===== config.mk =====
export PLATFORM = sky130hd
export DESIGN_NAME = dinit_ctrl
export DESIGN_NICKNAME = d
export VERILOG_FILES = /design/src/rtl/dinit_pkg.sv /design/src/rtl/dinit_ctrl.sv
export SDC_FILE = /design/constraint.sdc
export NUM_CORES = 1
export LEC_CHECK = 0
export ABC_CLOCK_PERIOD_IN_PS = 2550
export BUFFER_PORTS_ARGS = -buffer_cell sky130_fd_sc_hd__buf_2
export CORE_MARGIN = 2
export CORE_UTILIZATION = 56
export CTS_CLUSTER_SIZE = 14
export DETAILED_ROUTE_END_ITERATION = 12
export GPL_ROUTABILITY_DRIVEN = 0
export MAX_ROUTING_LAYER = met4
export PLACE_DENSITY = 0.84
export SYNTH_ARGS = -nofsm -noshare
export SYNTH_HDL_FRONTEND = slang
export SYNTH_SLANG_ARGS = --single-unit

===== constraint.sdc =====
create_clock -name clk_i -period 2.55 [get_ports clk_i]
set_input_delay 0.3825 -clock clk_i [delete_from_list [all_inputs] [get_ports clk_i]]
set_output_delay 0.3825 -clock clk_i [all_outputs]
set_load 0.05 [all_outputs]

===== src/rtl/dinit_pkg.sv =====
// Constants for the DDR2 power-up initialization sequencer.
package dinit_pkg;

  // ----------------------------------------------------------------
  // Clock and timing
  // ----------------------------------------------------------------
  localparam int unsigned CLK_PERIOD_PS    = 5000;
  // Waits are counted in CK periods; CK is clk_i divided by two.
  localparam int unsigned CK_PERIOD_PS     = 2 * CLK_PERIOD_PS;
  localparam int unsigned T_STABLE_US      = 200;
  localparam int unsigned T_STABLE_CYC     = (T_STABLE_US * 1000000) / CK_PERIOD_PS;
  localparam int unsigned T_PRE_PALL_NS    = 400;
  localparam int unsigned T_PRE_PALL_CYC   = (T_PRE_PALL_NS * 1000 + CK_PERIOD_PS - 1)
                                             / CK_PERIOD_PS;
  localparam int unsigned T_DLL_LOCK_CYC   = 200;
  localparam int unsigned T_MRD_CYC        = 2;
  localparam int unsigned T_RP_CYC         = 4;
  localparam int unsigned T_RFC_CYC        = 26;
  localparam int unsigned T_WR_CYC         = 8;
  localparam int unsigned N_REFRESH        = 2;
  localparam int unsigned CNT_W            = 16;

  // ----------------------------------------------------------------
  // Command encodings {cs_n, ras_n, cas_n, we_n}
  // ----------------------------------------------------------------
  localparam logic [3:0] CMD_NOP   = 4'h7;
  localparam logic [3:0] CMD_DESEL = 4'hf;
  localparam logic [3:0] CMD_PRE   = 4'h2;
  localparam logic [3:0] CMD_REF   = 4'h1;
  localparam logic [3:0] CMD_LMR   = 4'h0;
  localparam logic [3:0] CMD_WR    = 4'h4;

  // ----------------------------------------------------------------
  // Bank selects and address bit positions
  // ----------------------------------------------------------------
  localparam logic [1:0] BA_MR   = 2'h0;
  localparam logic [1:0] BA_EMR  = 2'h1;
  localparam logic [1:0] BA_EMR2 = 2'h2;
  localparam logic [1:0] BA_EMR3 = 2'h3;
  localparam int unsigned A_DLL_RST = 8;
  localparam int unsigned A_PALL    = 10;
  localparam int unsigned A_DLL_DIS = 0;
  localparam int unsigned A_OCD_LO  = 7;
  localparam int unsigned ADDR_W    = 13;

  // ----------------------------------------------------------------
  // Wishbone register map (word index = adr[3:2])
  // ----------------------------------------------------------------
  localparam logic [3:0] REG_CTRL  = 4'h0;
  localparam logic [3:0] REG_STAT  = 4'h4;
  localparam logic [3:0] REG_MR    = 4'h8;
  localparam logic [3:0] REG_EMR   = 4'hc;
  localparam int unsigned CTRL_START = 0;
  localparam logic [12:0] MR_RST     = 13'h0432;
  localparam logic [12:0] EMR_RST    = 13'h0000;

  // ----------------------------------------------------------------
  // Sequencer states
  // ----------------------------------------------------------------
  typedef enum logic [13:0] {
    ST_IDLE   = 14'h0001,
    ST_STABLE = 14'h0002,
    ST_PALL1  = 14'h0004,
    ST_EMR2   = 14'h0008,
    ST_EMR3   = 14'h0010,
    ST_DLLEN  = 14'h0020,
    ST_DLLRST = 14'h0040,
    ST_PALL2  = 14'h0080,
    ST_REF    = 14'h0100,
    ST_DWR    = 14'h0200,
    ST_MR     = 14'h0400,
    ST_OCDDEF = 14'h0800,
    ST_OCDEX  = 14'h1000,
    ST_DONE   = 14'h2000
  } dinit_state_t;

endpackage : dinit_pkg


===== src/rtl/dinit_ctrl.sv =====
// DDR2 power-up initialization sequencer with a Wishbone control port.
//
// Chosen here: the Wishbone interface to the registers and the placing of the registers.
`timescale 1ns/1ps
// ------------------------------------------------------------------
// Overview of operation
// RL1 - Drive NOP with CKE high for 200 us after start.
// RL2 - Wait at least 400 ns more, then PRECHARGE ALL.
// RL3 - Load EMR2 with BA0 low and BA1 high.
// RL4 - Load EMR3 with BA0 and BA1 both high.
// RL5 - Load EMR with BA0 high, A0 low: DLL enabled, E7-E9 zero.
// RL6 - Load MR with A8 high to reset DLL; CKE stays high.
// RL7 - Then PRECHARGE ALL, two REFRESH, one dummy WRITE.
// RL8 - Load MR with A8 low to set operating parameters.
// RL9 - Load EMR with E7-E9 set to one for calibration default.
// RL10 - Load EMR with E7-E9 cleared to exit calibration.
// RL11 - Report ready only 200 clocks after the DLL reset command.
// RL12 - Hold ODT low throughout power-up.
// RL13 - Mode register load uses bank bits 0,0.
// RL14 - Every mode load drives all address bits with defined values.
// RL15 - Device keeps mode bits; DLL reset bit self-clears.
// RL16 - Mode reload leaves memory array contents intact.
// RL17 - Mode loads only while all banks idle, no burst running.
// RL18 - Wait the mode-register-set delay after each mode load.
// RL19 - Burst length comes from low mode bits, four or eight only.
// RL20 - Bursts wrap inside an aligned block of the burst length.
// RL21 - Each 16-bit chip splits into lower and upper byte lanes.
// RL22 - Device samples commands on rising CK.
// RL23 - Drive NOP on every waiting cycle between steps.
// ------------------------------------------------------------------
module dinit_ctrl
  import dinit_pkg::*;
(
  // Clock, reset and enable
  input  wire logic                      clk_i,
  input  wire logic                      rst_i,
  input  wire logic                      ce_i,
  // Wishbone slave
  input  wire logic                      wb_cyc_i,
  input  wire logic                      wb_stb_i,
  input  wire logic                      wb_we_i,
  input  wire logic [3:0]                wb_adr_i,
  input  wire logic [3:0]                wb_sel_i,
  input  wire logic [31:0]               wb_dat_i,
  output logic      [31:0]               wb_dat_o,
  output logic                           wb_ack_o,
  // Memory command pins
  output logic                           mem_ck_o,
  output logic                           mem_ck_n_o,
  output logic                           mem_cke_o,
  output logic                           mem_odt_o,
  output logic                           mem_cs_n_o,
  output logic                           mem_ras_n_o,
  output logic                           mem_cas_n_o,
  output logic                           mem_we_n_o,
  output logic      [1:0]                mem_ba_o,
  output logic      [dinit_pkg::ADDR_W-1:0] mem_addr_o,
  // Status
  output logic                           ready_o
);
  import dinit_pkg::*;

  // ----------------------------------------------------------------
  // Registers
  // ----------------------------------------------------------------
  dinit_state_t       state_q;
  logic [CNT_W-1:0]   wait_q;
  logic [7:0]         lock_q;     // Counts clocks since the DLL reset load.
  logic               lock_run_q;
  logic [1:0]         ref_q;
  logic               start_q;
  logic [12:0]        mr_q;
  logic [12:0]        emr_q;
  logic [3:0]         cmd_d;
  logic [1:0]         ba_d;
  logic [ADDR_W-1:0]  addr_d;
  logic               fire;       // Step issues its command this cycle.
  logic               step;       // This clk_i edge drops CK.

  assign fire = (wait_q == '0);

  // RL22 command phase
  // Pins, sequencer and lock timer move only on the clk_i edge that drops
  // CK. Each command then stands a whole CK period and is steady across
  // the CK rise at which the device takes it. The price is that every wait
  // below counts CK periods, twice as long as clk_i cycles, so the
  // package derives its cycle counts from the CK period.
  assign step = mem_ck_o;

  // ----------------------------------------------------------------
  // Wishbone slave: single-cycle ack, unmapped reads return zero
  // ----------------------------------------------------------------
  always_ff @(posedge clk_i) begin
    if (rst_i) begin
      wb_ack_o <= 1'b0;
      wb_dat_o <= 32'h0;
      start_q  <= 1'b0;
      mr_q     <= MR_RST;
      emr_q    <= EMR_RST;
    end else if (ce_i) begin
      wb_ack_o <= wb_cyc_i & wb_stb_i & ~wb_ack_o;
      if (state_q != ST_IDLE) begin
        start_q <= 1'b0;  // Start is consumed once the sequence runs.
      end
      if (wb_cyc_i && wb_stb_i && !wb_ack_o) begin
        wb_dat_o <= 32'h0;
        unique case (wb_adr_i)
          REG_CTRL: wb_dat_o <= {31'h0, start_q};
          REG_STAT: wb_dat_o <= {16'h0, 2'h0, state_q[13:0]} | {15'h0, ready_o, 16'h0};
          REG_MR:   wb_dat_o <= {19'h0, mr_q};
          REG_EMR:  wb_dat_o <= {19'h0, emr_q};
          default:  wb_dat_o <= 32'h0;
        endcase
        if (wb_we_i && wb_sel_i[0]) begin
          unique case (wb_adr_i)
            REG_CTRL: if (wb_dat_i[CTRL_START] && state_q == ST_IDLE) start_q <= 1'b1;
            REG_MR:   if (state_q == ST_IDLE) mr_q[7:0] <= wb_dat_i[7:0];
            REG_EMR:  if (state_q == ST_IDLE) emr_q[7:0] <= wb_dat_i[7:0];
            default:  ;
          endcase
        end
        if (wb_we_i && wb_sel_i[1] && state_q == ST_IDLE) begin
          if (wb_adr_i == REG_MR)  mr_q[12:8]  <= wb_dat_i[12:8];
          if (wb_adr_i == REG_EMR) emr_q[12:8] <= wb_dat_i[12:8];
        end
      end
    end
  end

  // ----------------------------------------------------------------
  // Memory clock: divided by two so CK rises mid-command cycle pair
  // ----------------------------------------------------------------
  // CK runs freely while enabled, since the device needs it in every wait;
  // only reset or a low ce_i stops it.
  // RL22 rising CK
  always_ff @(posedge clk_i) begin
    if (rst_i) begin
      mem_ck_o   <= 1'b0;
      mem_ck_n_o <= 1'b1;
    end else if (ce_i) begin
      mem_ck_o   <= ~mem_ck_o;
      mem_ck_n_o <= mem_ck_o;
    end
  end

  // ----------------------------------------------------------------
  // Command decode per state
  // ----------------------------------------------------------------
  // Outside a fire cycle every step issues NOP, so waits stay clean.
  always_comb begin
    cmd_d  = CMD_NOP;
    ba_d   = BA_MR;
    addr_d = '0;
    if (fire) begin
      unique case (state_q)
        // RL2 precharge all
        ST_PALL1, ST_PALL2: begin
          cmd_d = CMD_PRE;
          addr_d[A_PALL] = 1'b1;
        end
        // RL3 load EMR2
        ST_EMR2: begin cmd_d = CMD_LMR; ba_d = BA_EMR2; end
        // RL4 load EMR3
        ST_EMR3: begin cmd_d = CMD_LMR; ba_d = BA_EMR3; end
        // RL5 DLL enable
        ST_DLLEN: begin
          cmd_d  = CMD_LMR;
          ba_d   = BA_EMR;
          addr_d = emr_q & ~(13'h7 << A_OCD_LO) & ~(13'h1 << A_DLL_DIS);
        end
        // RL6 DLL reset
        ST_DLLRST: begin
          cmd_d  = CMD_LMR;
          ba_d   = BA_MR;
          addr_d = mr_q | (13'h1 << A_DLL_RST);
        end
        // RL7 refresh
        ST_REF: cmd_d = CMD_REF;
        ST_DWR: cmd_d = CMD_WR;
        // RL8 RL13 RL14 full mode word
        ST_MR: begin
          cmd_d  = CMD_LMR;
          ba_d   = BA_MR;
          addr_d = mr_q & ~(13'h1 << A_DLL_RST);
        end
        // RL9 calibration default
        ST_OCDDEF: begin
          cmd_d  = CMD_LMR;
          ba_d   = BA_EMR;
          addr_d = (emr_q | (13'h7 << A_OCD_LO)) & ~(13'h1 << A_DLL_DIS);
        end
        // RL10 calibration exit
        ST_OCDEX: begin
          cmd_d  = CMD_LMR;
          ba_d   = BA_EMR;
          addr_d = emr_q & ~(13'h7 << A_OCD_LO) & ~(13'h1 << A_DLL_DIS);
        end
        ST_IDLE, ST_STABLE, ST_DONE: cmd_d = CMD_NOP;
        default: cmd_d = CMD_NOP;
      endcase
    end
  end

  // ----------------------------------------------------------------
  // Pin registers: every output comes from a flop
  // ----------------------------------------------------------------
  // Pins move on step edges only; between them the current command simply
  // stands through the CK rise that follows.
  always_ff @(posedge clk_i) begin
    if (rst_i) begin
      {mem_cs_n_o, mem_ras_n_o, mem_cas_n_o, mem_we_n_o} <= CMD_DESEL;
      mem_ba_o   <= 2'h0;
      mem_addr_o <= '0;
      mem_cke_o  <= 1'b0;
      mem_odt_o  <= 1'b0;
    end else if (ce_i && step) begin
      // RL23 NOP while waiting
      {mem_cs_n_o, mem_ras_n_o, mem_cas_n_o, mem_we_n_o} <= cmd_d;
      mem_ba_o   <= ba_d;
      mem_addr_o <= addr_d;
      // RL1 RL6 CKE high
      mem_cke_o  <= (state_q != ST_IDLE);
      // RL12 ODT low
      mem_odt_o  <= 1'b0;
    end
  end

  // ----------------------------------------------------------------
  // Step sequencer; wait_q is the gap before the next step's command
  // ----------------------------------------------------------------
  // Each step loads its own wait, so mode loads are spaced by tMRD and
  // nothing is issued while a precharge or refresh is still running.
  // Waits count CK periods, since they advance only on step edges.
  always_ff @(posedge clk_i) begin
    if (rst_i) begin
      state_q <= ST_IDLE;
      wait_q  <= '0;
      ref_q   <= 2'h0;
    end else if (ce_i && step) begin
      if (!fire) begin
        wait_q <= wait_q - 1'b1;
      end else begin
        unique case (state_q)
          ST_IDLE: if (start_q) begin
            state_q <= ST_STABLE;
            // RL1 200 us hold
            wait_q  <= CNT_W'(T_STABLE_CYC - 1);
          end
          ST_STABLE: begin
            state_q <= ST_PALL1;
            // RL2 400 ns gap
            wait_q  <= CNT_W'(T_PRE_PALL_CYC);
          end
          // RL17 banks idle first
          ST_PALL1:  begin state_q <= ST_EMR2;   wait_q <= CNT_W'(T_RP_CYC);  end
          // RL18 tMRD gap
          ST_EMR2:   begin state_q <= ST_EMR3;   wait_q <= CNT_W'(T_MRD_CYC); end
          ST_EMR3:   begin state_q <= ST_DLLEN;  wait_q <= CNT_W'(T_MRD_CYC); end
          ST_DLLEN:  begin state_q <= ST_DLLRST; wait_q <= CNT_W'(T_MRD_CYC); end
          ST_DLLRST: begin state_q <= ST_PALL2;  wait_q <= CNT_W'(T_MRD_CYC); end
          ST_PALL2: begin
            state_q <= ST_REF;
            wait_q  <= CNT_W'(T_RP_CYC);
            ref_q   <= 2'h0;
          end
          // RL7 two refreshes
          ST_REF: begin
            wait_q <= CNT_W'(T_RFC_CYC);
            ref_q  <= ref_q + 2'h1;
            if (ref_q == 2'(N_REFRESH - 1)) state_q <= ST_DWR;
          end
          ST_DWR:    begin state_q <= ST_MR;     wait_q <= CNT_W'(T_WR_CYC);  end
          ST_MR:     begin state_q <= ST_OCDDEF; wait_q <= CNT_W'(T_MRD_CYC); end
          ST_OCDDEF: begin state_q <= ST_OCDEX;  wait_q <= CNT_W'(T_MRD_CYC); end
          ST_OCDEX:  begin state_q <= ST_DONE;   wait_q <= CNT_W'(T_MRD_CYC); end
          ST_DONE:   state_q <= ST_DONE;
          default:   state_q <= ST_IDLE;
        endcase
      end
    end
  end

  // ----------------------------------------------------------------
  // DLL lock timer and ready flag
  // ----------------------------------------------------------------
  // The count runs in CK periods, the clock that the DLL locks to. Once set,
  // ready_o stays high: DONE keeps firing and the count saturates at 200.
  // RL11 200 clocks after DLL reset
  always_ff @(posedge clk_i) begin
    if (rst_i) begin
      lock_q     <= 8'h0;
      lock_run_q <= 1'b0;
      ready_o    <= 1'b0;
    end else if (ce_i && step) begin
      if (state_q == ST_DLLRST && fire) begin
        lock_q     <= 8'h0;
        lock_run_q <= 1'b1;
      end else if (lock_run_q && lock_q != 8'(T_DLL_LOCK_CYC)) begin
        lock_q <= lock_q + 8'h1;
      end
      ready_o <= (state_q == ST_DONE) && fire && lock_run_q &&
                 (lock_q == 8'(T_DLL_LOCK_CYC));
    end
  end

endmodule : dinit_ctrl


==> results.md <==
- The count of cells along the worst register-to-register path is 8.
- Among all stages on the critical path, the largest delay is contributed by or4_4.
- The overall via count from detail_route is 5,265.
- The count of max-cap constraint violations is 0.
- Counting flops with an async set or reset pin after synthesis yields a share of 0%.
- The final hold slack is 0.232 ns.
- The number of antenna violations at the first check in global routing is 0.
- The CTS tree is yes.
- The signal on the critical path passes through nor4_2, buf_4, nand4_4, or4_4, nor3_4, buf_4, mux2i_1, nor2_1.
- Once the floorplan was initialized, standard cells occupied 58.1% of the core.
- IR analysis of the VDD net gives a maximum drop of 0.000786 V.
- The start point of the worst hold path is wb_dat_i[5].
- The via count of the first global-routing pass is 4,996.
- The number of instances in the synthesized netlist is 656.
- For the worst setup path, the data required time is 2.82 ns.
- Cells fill 67.0% of the core in the end.
- For this run, the top clock speed supported by timing is 400 MHz.
- The horizontal die dimension is 102 µm.
- Cells with a size suffix above 1 make up 21.5% of the layout.
- In the final routed layout, each cell accounts on average for 17.2 µm.
- The first-pass iteration count of the detailed router is 5.
- The Yosys step of the flow raised 0 warnings.
- The register bit total from synthesis is 107.
- The number of violations reported at the end of detailed-routing iteration 0 is 443.
- The worst setup path is captured at a flop.
- The row count is 35.
- The clock transition at the registers of the reported paths is 0.12 ns.
- The number of enable flip-flop cells after synthesis is 0.
- After synthesis, the netlist uses 61 different library cells.
- The number of standard cells in the layout, taps in and fillers out is 869.
- The first global-routing pass estimated 24,000 µm of wire.
- Clock latency on the worst-skew pair, taken at its later pin, is 0.39 ns.
- In this design, the stage delay of the slowest critical-path cell is 0.49 ns.
- The instance count after placement with tap cells included is 851.
- The count of filler cells inserted in the layout is 737.
- The path class of the tightest hold or removal check is input port to flop.
- Yosys instantiated no cell more often than dfxtp_1.
- Across all setup checks in the final design, the least slack found is 0.0470 ns.
- Among the stages of the critical path, the cell type that occurs most often is buf_4.
- The worst hold path was traced through 3 stages.
- Buffers placed on the I/O ports in this run total 63.
- The area of the core is 0.00933 mm².
- The maximum level of the CTS H-tree is 3.
- In this run the critical register-to-register path is captured at mr_q[3]$_SDFFE_PP0P_.
- The clock root buffer master is clkbuf_8.
- The number of clock sinks is 107.
- The register-to-register setup slack is 0.05 ns.
- The combined global-route utilization of all metal layers is 30.1%.
- Buffers inserted during clock tree synthesis total 9.
- The cell taking the most area after synthesis is dfxtp_1.
- The die covers 0.0105 mm².
- The post-route antenna net violation count is 0.
- The routed design has 14,900 µm of wire.
- The worst reg2reg path startpoint is state_q[6]$_SDFFE_PP0P_.
- Hold repair after CTS inserted 0 buffers.
- The setup path with the least slack is of type flop to flop.
- The number of diodes is 0.
- The relative area change from synthesis to final layout is 15.3%.
- Detailed placement finished with a half-perimeter wire length of 10,900 µm.
- Across the routed clock network, the largest skew measured is 0.0197 ns.
- The final number of max-transition violations is 0.
- The total overflow reported by the global router is 0.
- The hold violation count in the final report was 0.
- The largest fanout on the critical path is 10.
- The flow ran to the end, and the final reports show no timing, DRC or antenna violations.
- Data arrives at the worst endpoint at 2.77 ns.
- Setup repair after global routing could not meet its margin everywhere.
- Setup violations remaining at the end of the flow were counted as 0.
- For this design the ratio of total power to cell area is 840 mW/mm².
- The maximum number of pins on one net before global-route repair is 74.
- The end point of the worst hold path is mr_q[5]$_SDFFE_PP1P_.
- The share of synthesized area occupied by flip-flops and latches is 39.5%.
- The synthesized design devotes to its leading area cell type 39.5% of total area.
- In the routed layout, each cell is associated on average with a via count of 6.06.
- The synthesized area is 0.00542 mm².
- For this design the static power due to leakage is 2.56 nW.
- The startpoint class of the critical path is a flop.
- The post-route minimum period is 2.50 ns.
- The worst pin sits at a relative slew slack of 47.1%.
- The die is 102 µm tall.
- Before CTS, the worst setup slack after placement is -0.0408 ns.
- During I/O placement, the number of pins put on the boundary was 103.
- The average instance in the mapped netlist occupies 8.26 µm².
- The transition time of the tightest slew-check pin is 0.794 ns.
- Ranked by total cell area, the synthesized netlist is headed by dfxtp_1 40%, nor2_1 7.1%, mux2i_1 5.7%.
- By count the netlist is led by 107 x dfxtp_1, 102 x nor2_1, 68 x nand2_1.
- The number of nets in the final layout is 786.
- Among all flip-flop cells after synthesis, the most frequent one is dfxtp_1.
- The remaining routing DRC violations is 0.
- Dividing the final minimum period by the clock period gives 98.2%.
- The worst-case clock buffer depth is 2.
-- flip-flops by register name (all words and copies together), names as in the netlist, 2 cells and up --
register	flops
mem_addr_o	13
ref_q	2
wait_q	16
emr_q	13
mr_q	13
state_q	14
lock_q	8
mem_ba_o	2
wb_dat_o	15
-- power breakdown --
part / internal, W / total [W] / switching, W
clock network: 0.000390 / 0.00105 / 0.000660
logic: 0.000916 / 0.00233 / 0.00141
registers: 0.00176 / 0.00187 / 0.000108
total: 0.00307 / 0.00525 / 0.00218
-- worst max path at each step --
stage                                       start                 endpoint  slack [ns]  cells past startpoint
final                     state_q[6]$_SDFFE_PP0P_     mr_q[3]$_SDFFE_PP0P_        0.05                      8
after global routing      state_q[3]$_SDFFE_PP0P_  wait_q[13]$_SDFFE_PP0P_       -0.02                      7
after CTS                  wait_q[0]$_SDFFE_PP0P_   wait_q[3]$_SDFFE_PP0P_        0.05                      8
after global placement    state_q[0]$_SDFFE_PP1P_   lock_q[6]$_SDFFE_PP0P_        0.15                      7
after detailed placement  state_q[0]$_SDFFE_PP1P_   lock_q[6]$_SDFFE_PP0P_       -0.04                      7
after floorplan           state_q[7]$_SDFFE_PP0P_  wait_q[13]$_SDFFE_PP0P_        0.19                      8
-- area by class of cell --
class                           instances  area (µm²)  area share [%]
Clock buffer                            9         124            1.98
Clock inverter                          7        83.8            1.34
Inverter                               15        56.3           0.901
Multi-Input combinational cell        491        3010            48.1
Sequential cell                       107        2140            34.3
Tap cell                              129         161            2.58
Timing Repair Buffer                  111         676            10.8
-- cell usage in the layout, fill, tap and decap left out, types with 3 or more instances in the layout --
cell      netlist  final
a211oi_1        4      4
a21oi_1        41     41
a221oi_1        3      3
a22oi_1        22     22
a311oi_1        5      5
and3_1          5      5
and4_1          4      4
buf_2           5     63
buf_4          19     48
clkbuf_8        0      9
clkinv_8        0      3
conb_1          1     18
dfxtp_1       107    107
ha_1            5      5
inv_1          14     14
mux2_2         12     12
mux2i_1        31     31
nand2_1        68     68
nand2b_1        4      4
nand3_1        12     12
nand4_1        12     12
nand4b_1        4      4
nor2_1        102    102
nor2b_1         4      4
nor3_1         19     19
nor4_1         14     13
nor4_2          5      5
nor4b_1         5      4
nor4b_2         3      3
o21ai_0         8      8
o21ai_1        26     26
o22ai_1         5      5
o31ai_1         5      5
or3_1           5      5
xnor2_1         4      4
xor2_1          8      8
-- through the flow --
step	instance area (µm²)	power, W	setup TNS, ns
global placement	5990	0.00395	0
global route	6250	0.00550	-0.0246
floorplan	5490	0.00342	0
CTS	6200	0.00558	0
finish	6250	0.00525	0
detailed placement	5990	0.00455	-0.0519
-- layer usage --
metal  vias up  share of wire (%)  track usage [%]
met5         -                  0                -
met4         0                4.6             14.5
met3        58                7.5             6.57
met2       265                 48             48.9
met1      2476                 40             35.3
li1       2466                  -                -
-- worst max-delay path: cells and delay by family, from the launching register on --
family                 cells  cell delay [ns]
AND/OR/NAND/NOR            5             1.24
buffers and inverters      2             0.46
flip-flops                 1             0.42
multiplexers               1             0.25
-- logic make-up (layout without fill, tap and decap cells) --
| logic type | count (synthesis) | in the layout | synth area share, % |
|---|---|---|---|
| compound gates | 135 | 135 | 15.9 |
| xor+xnor | 12 | 12 | 1.94 |
| fa+ha+maj | 5 | 5 | 1.15 |
| buf+inv | 75 | 142 | 6.90 |
| flops | 107 | 107 | 39.5 |
| mux | 44 | 44 | 8.63 |
| other cells | 1 | 18 | 0.0692 |
| simple gates | 277 | 277 | 25.9 |
-- timing repair --
action                     CTS  global route
hold endpoints to repair     0             0
gates resized for setup      1             4
setup endpoints to repair    2            46
setup buffers                0             2
pin swaps                    0             1
Power figures use the tool's default switching activity.
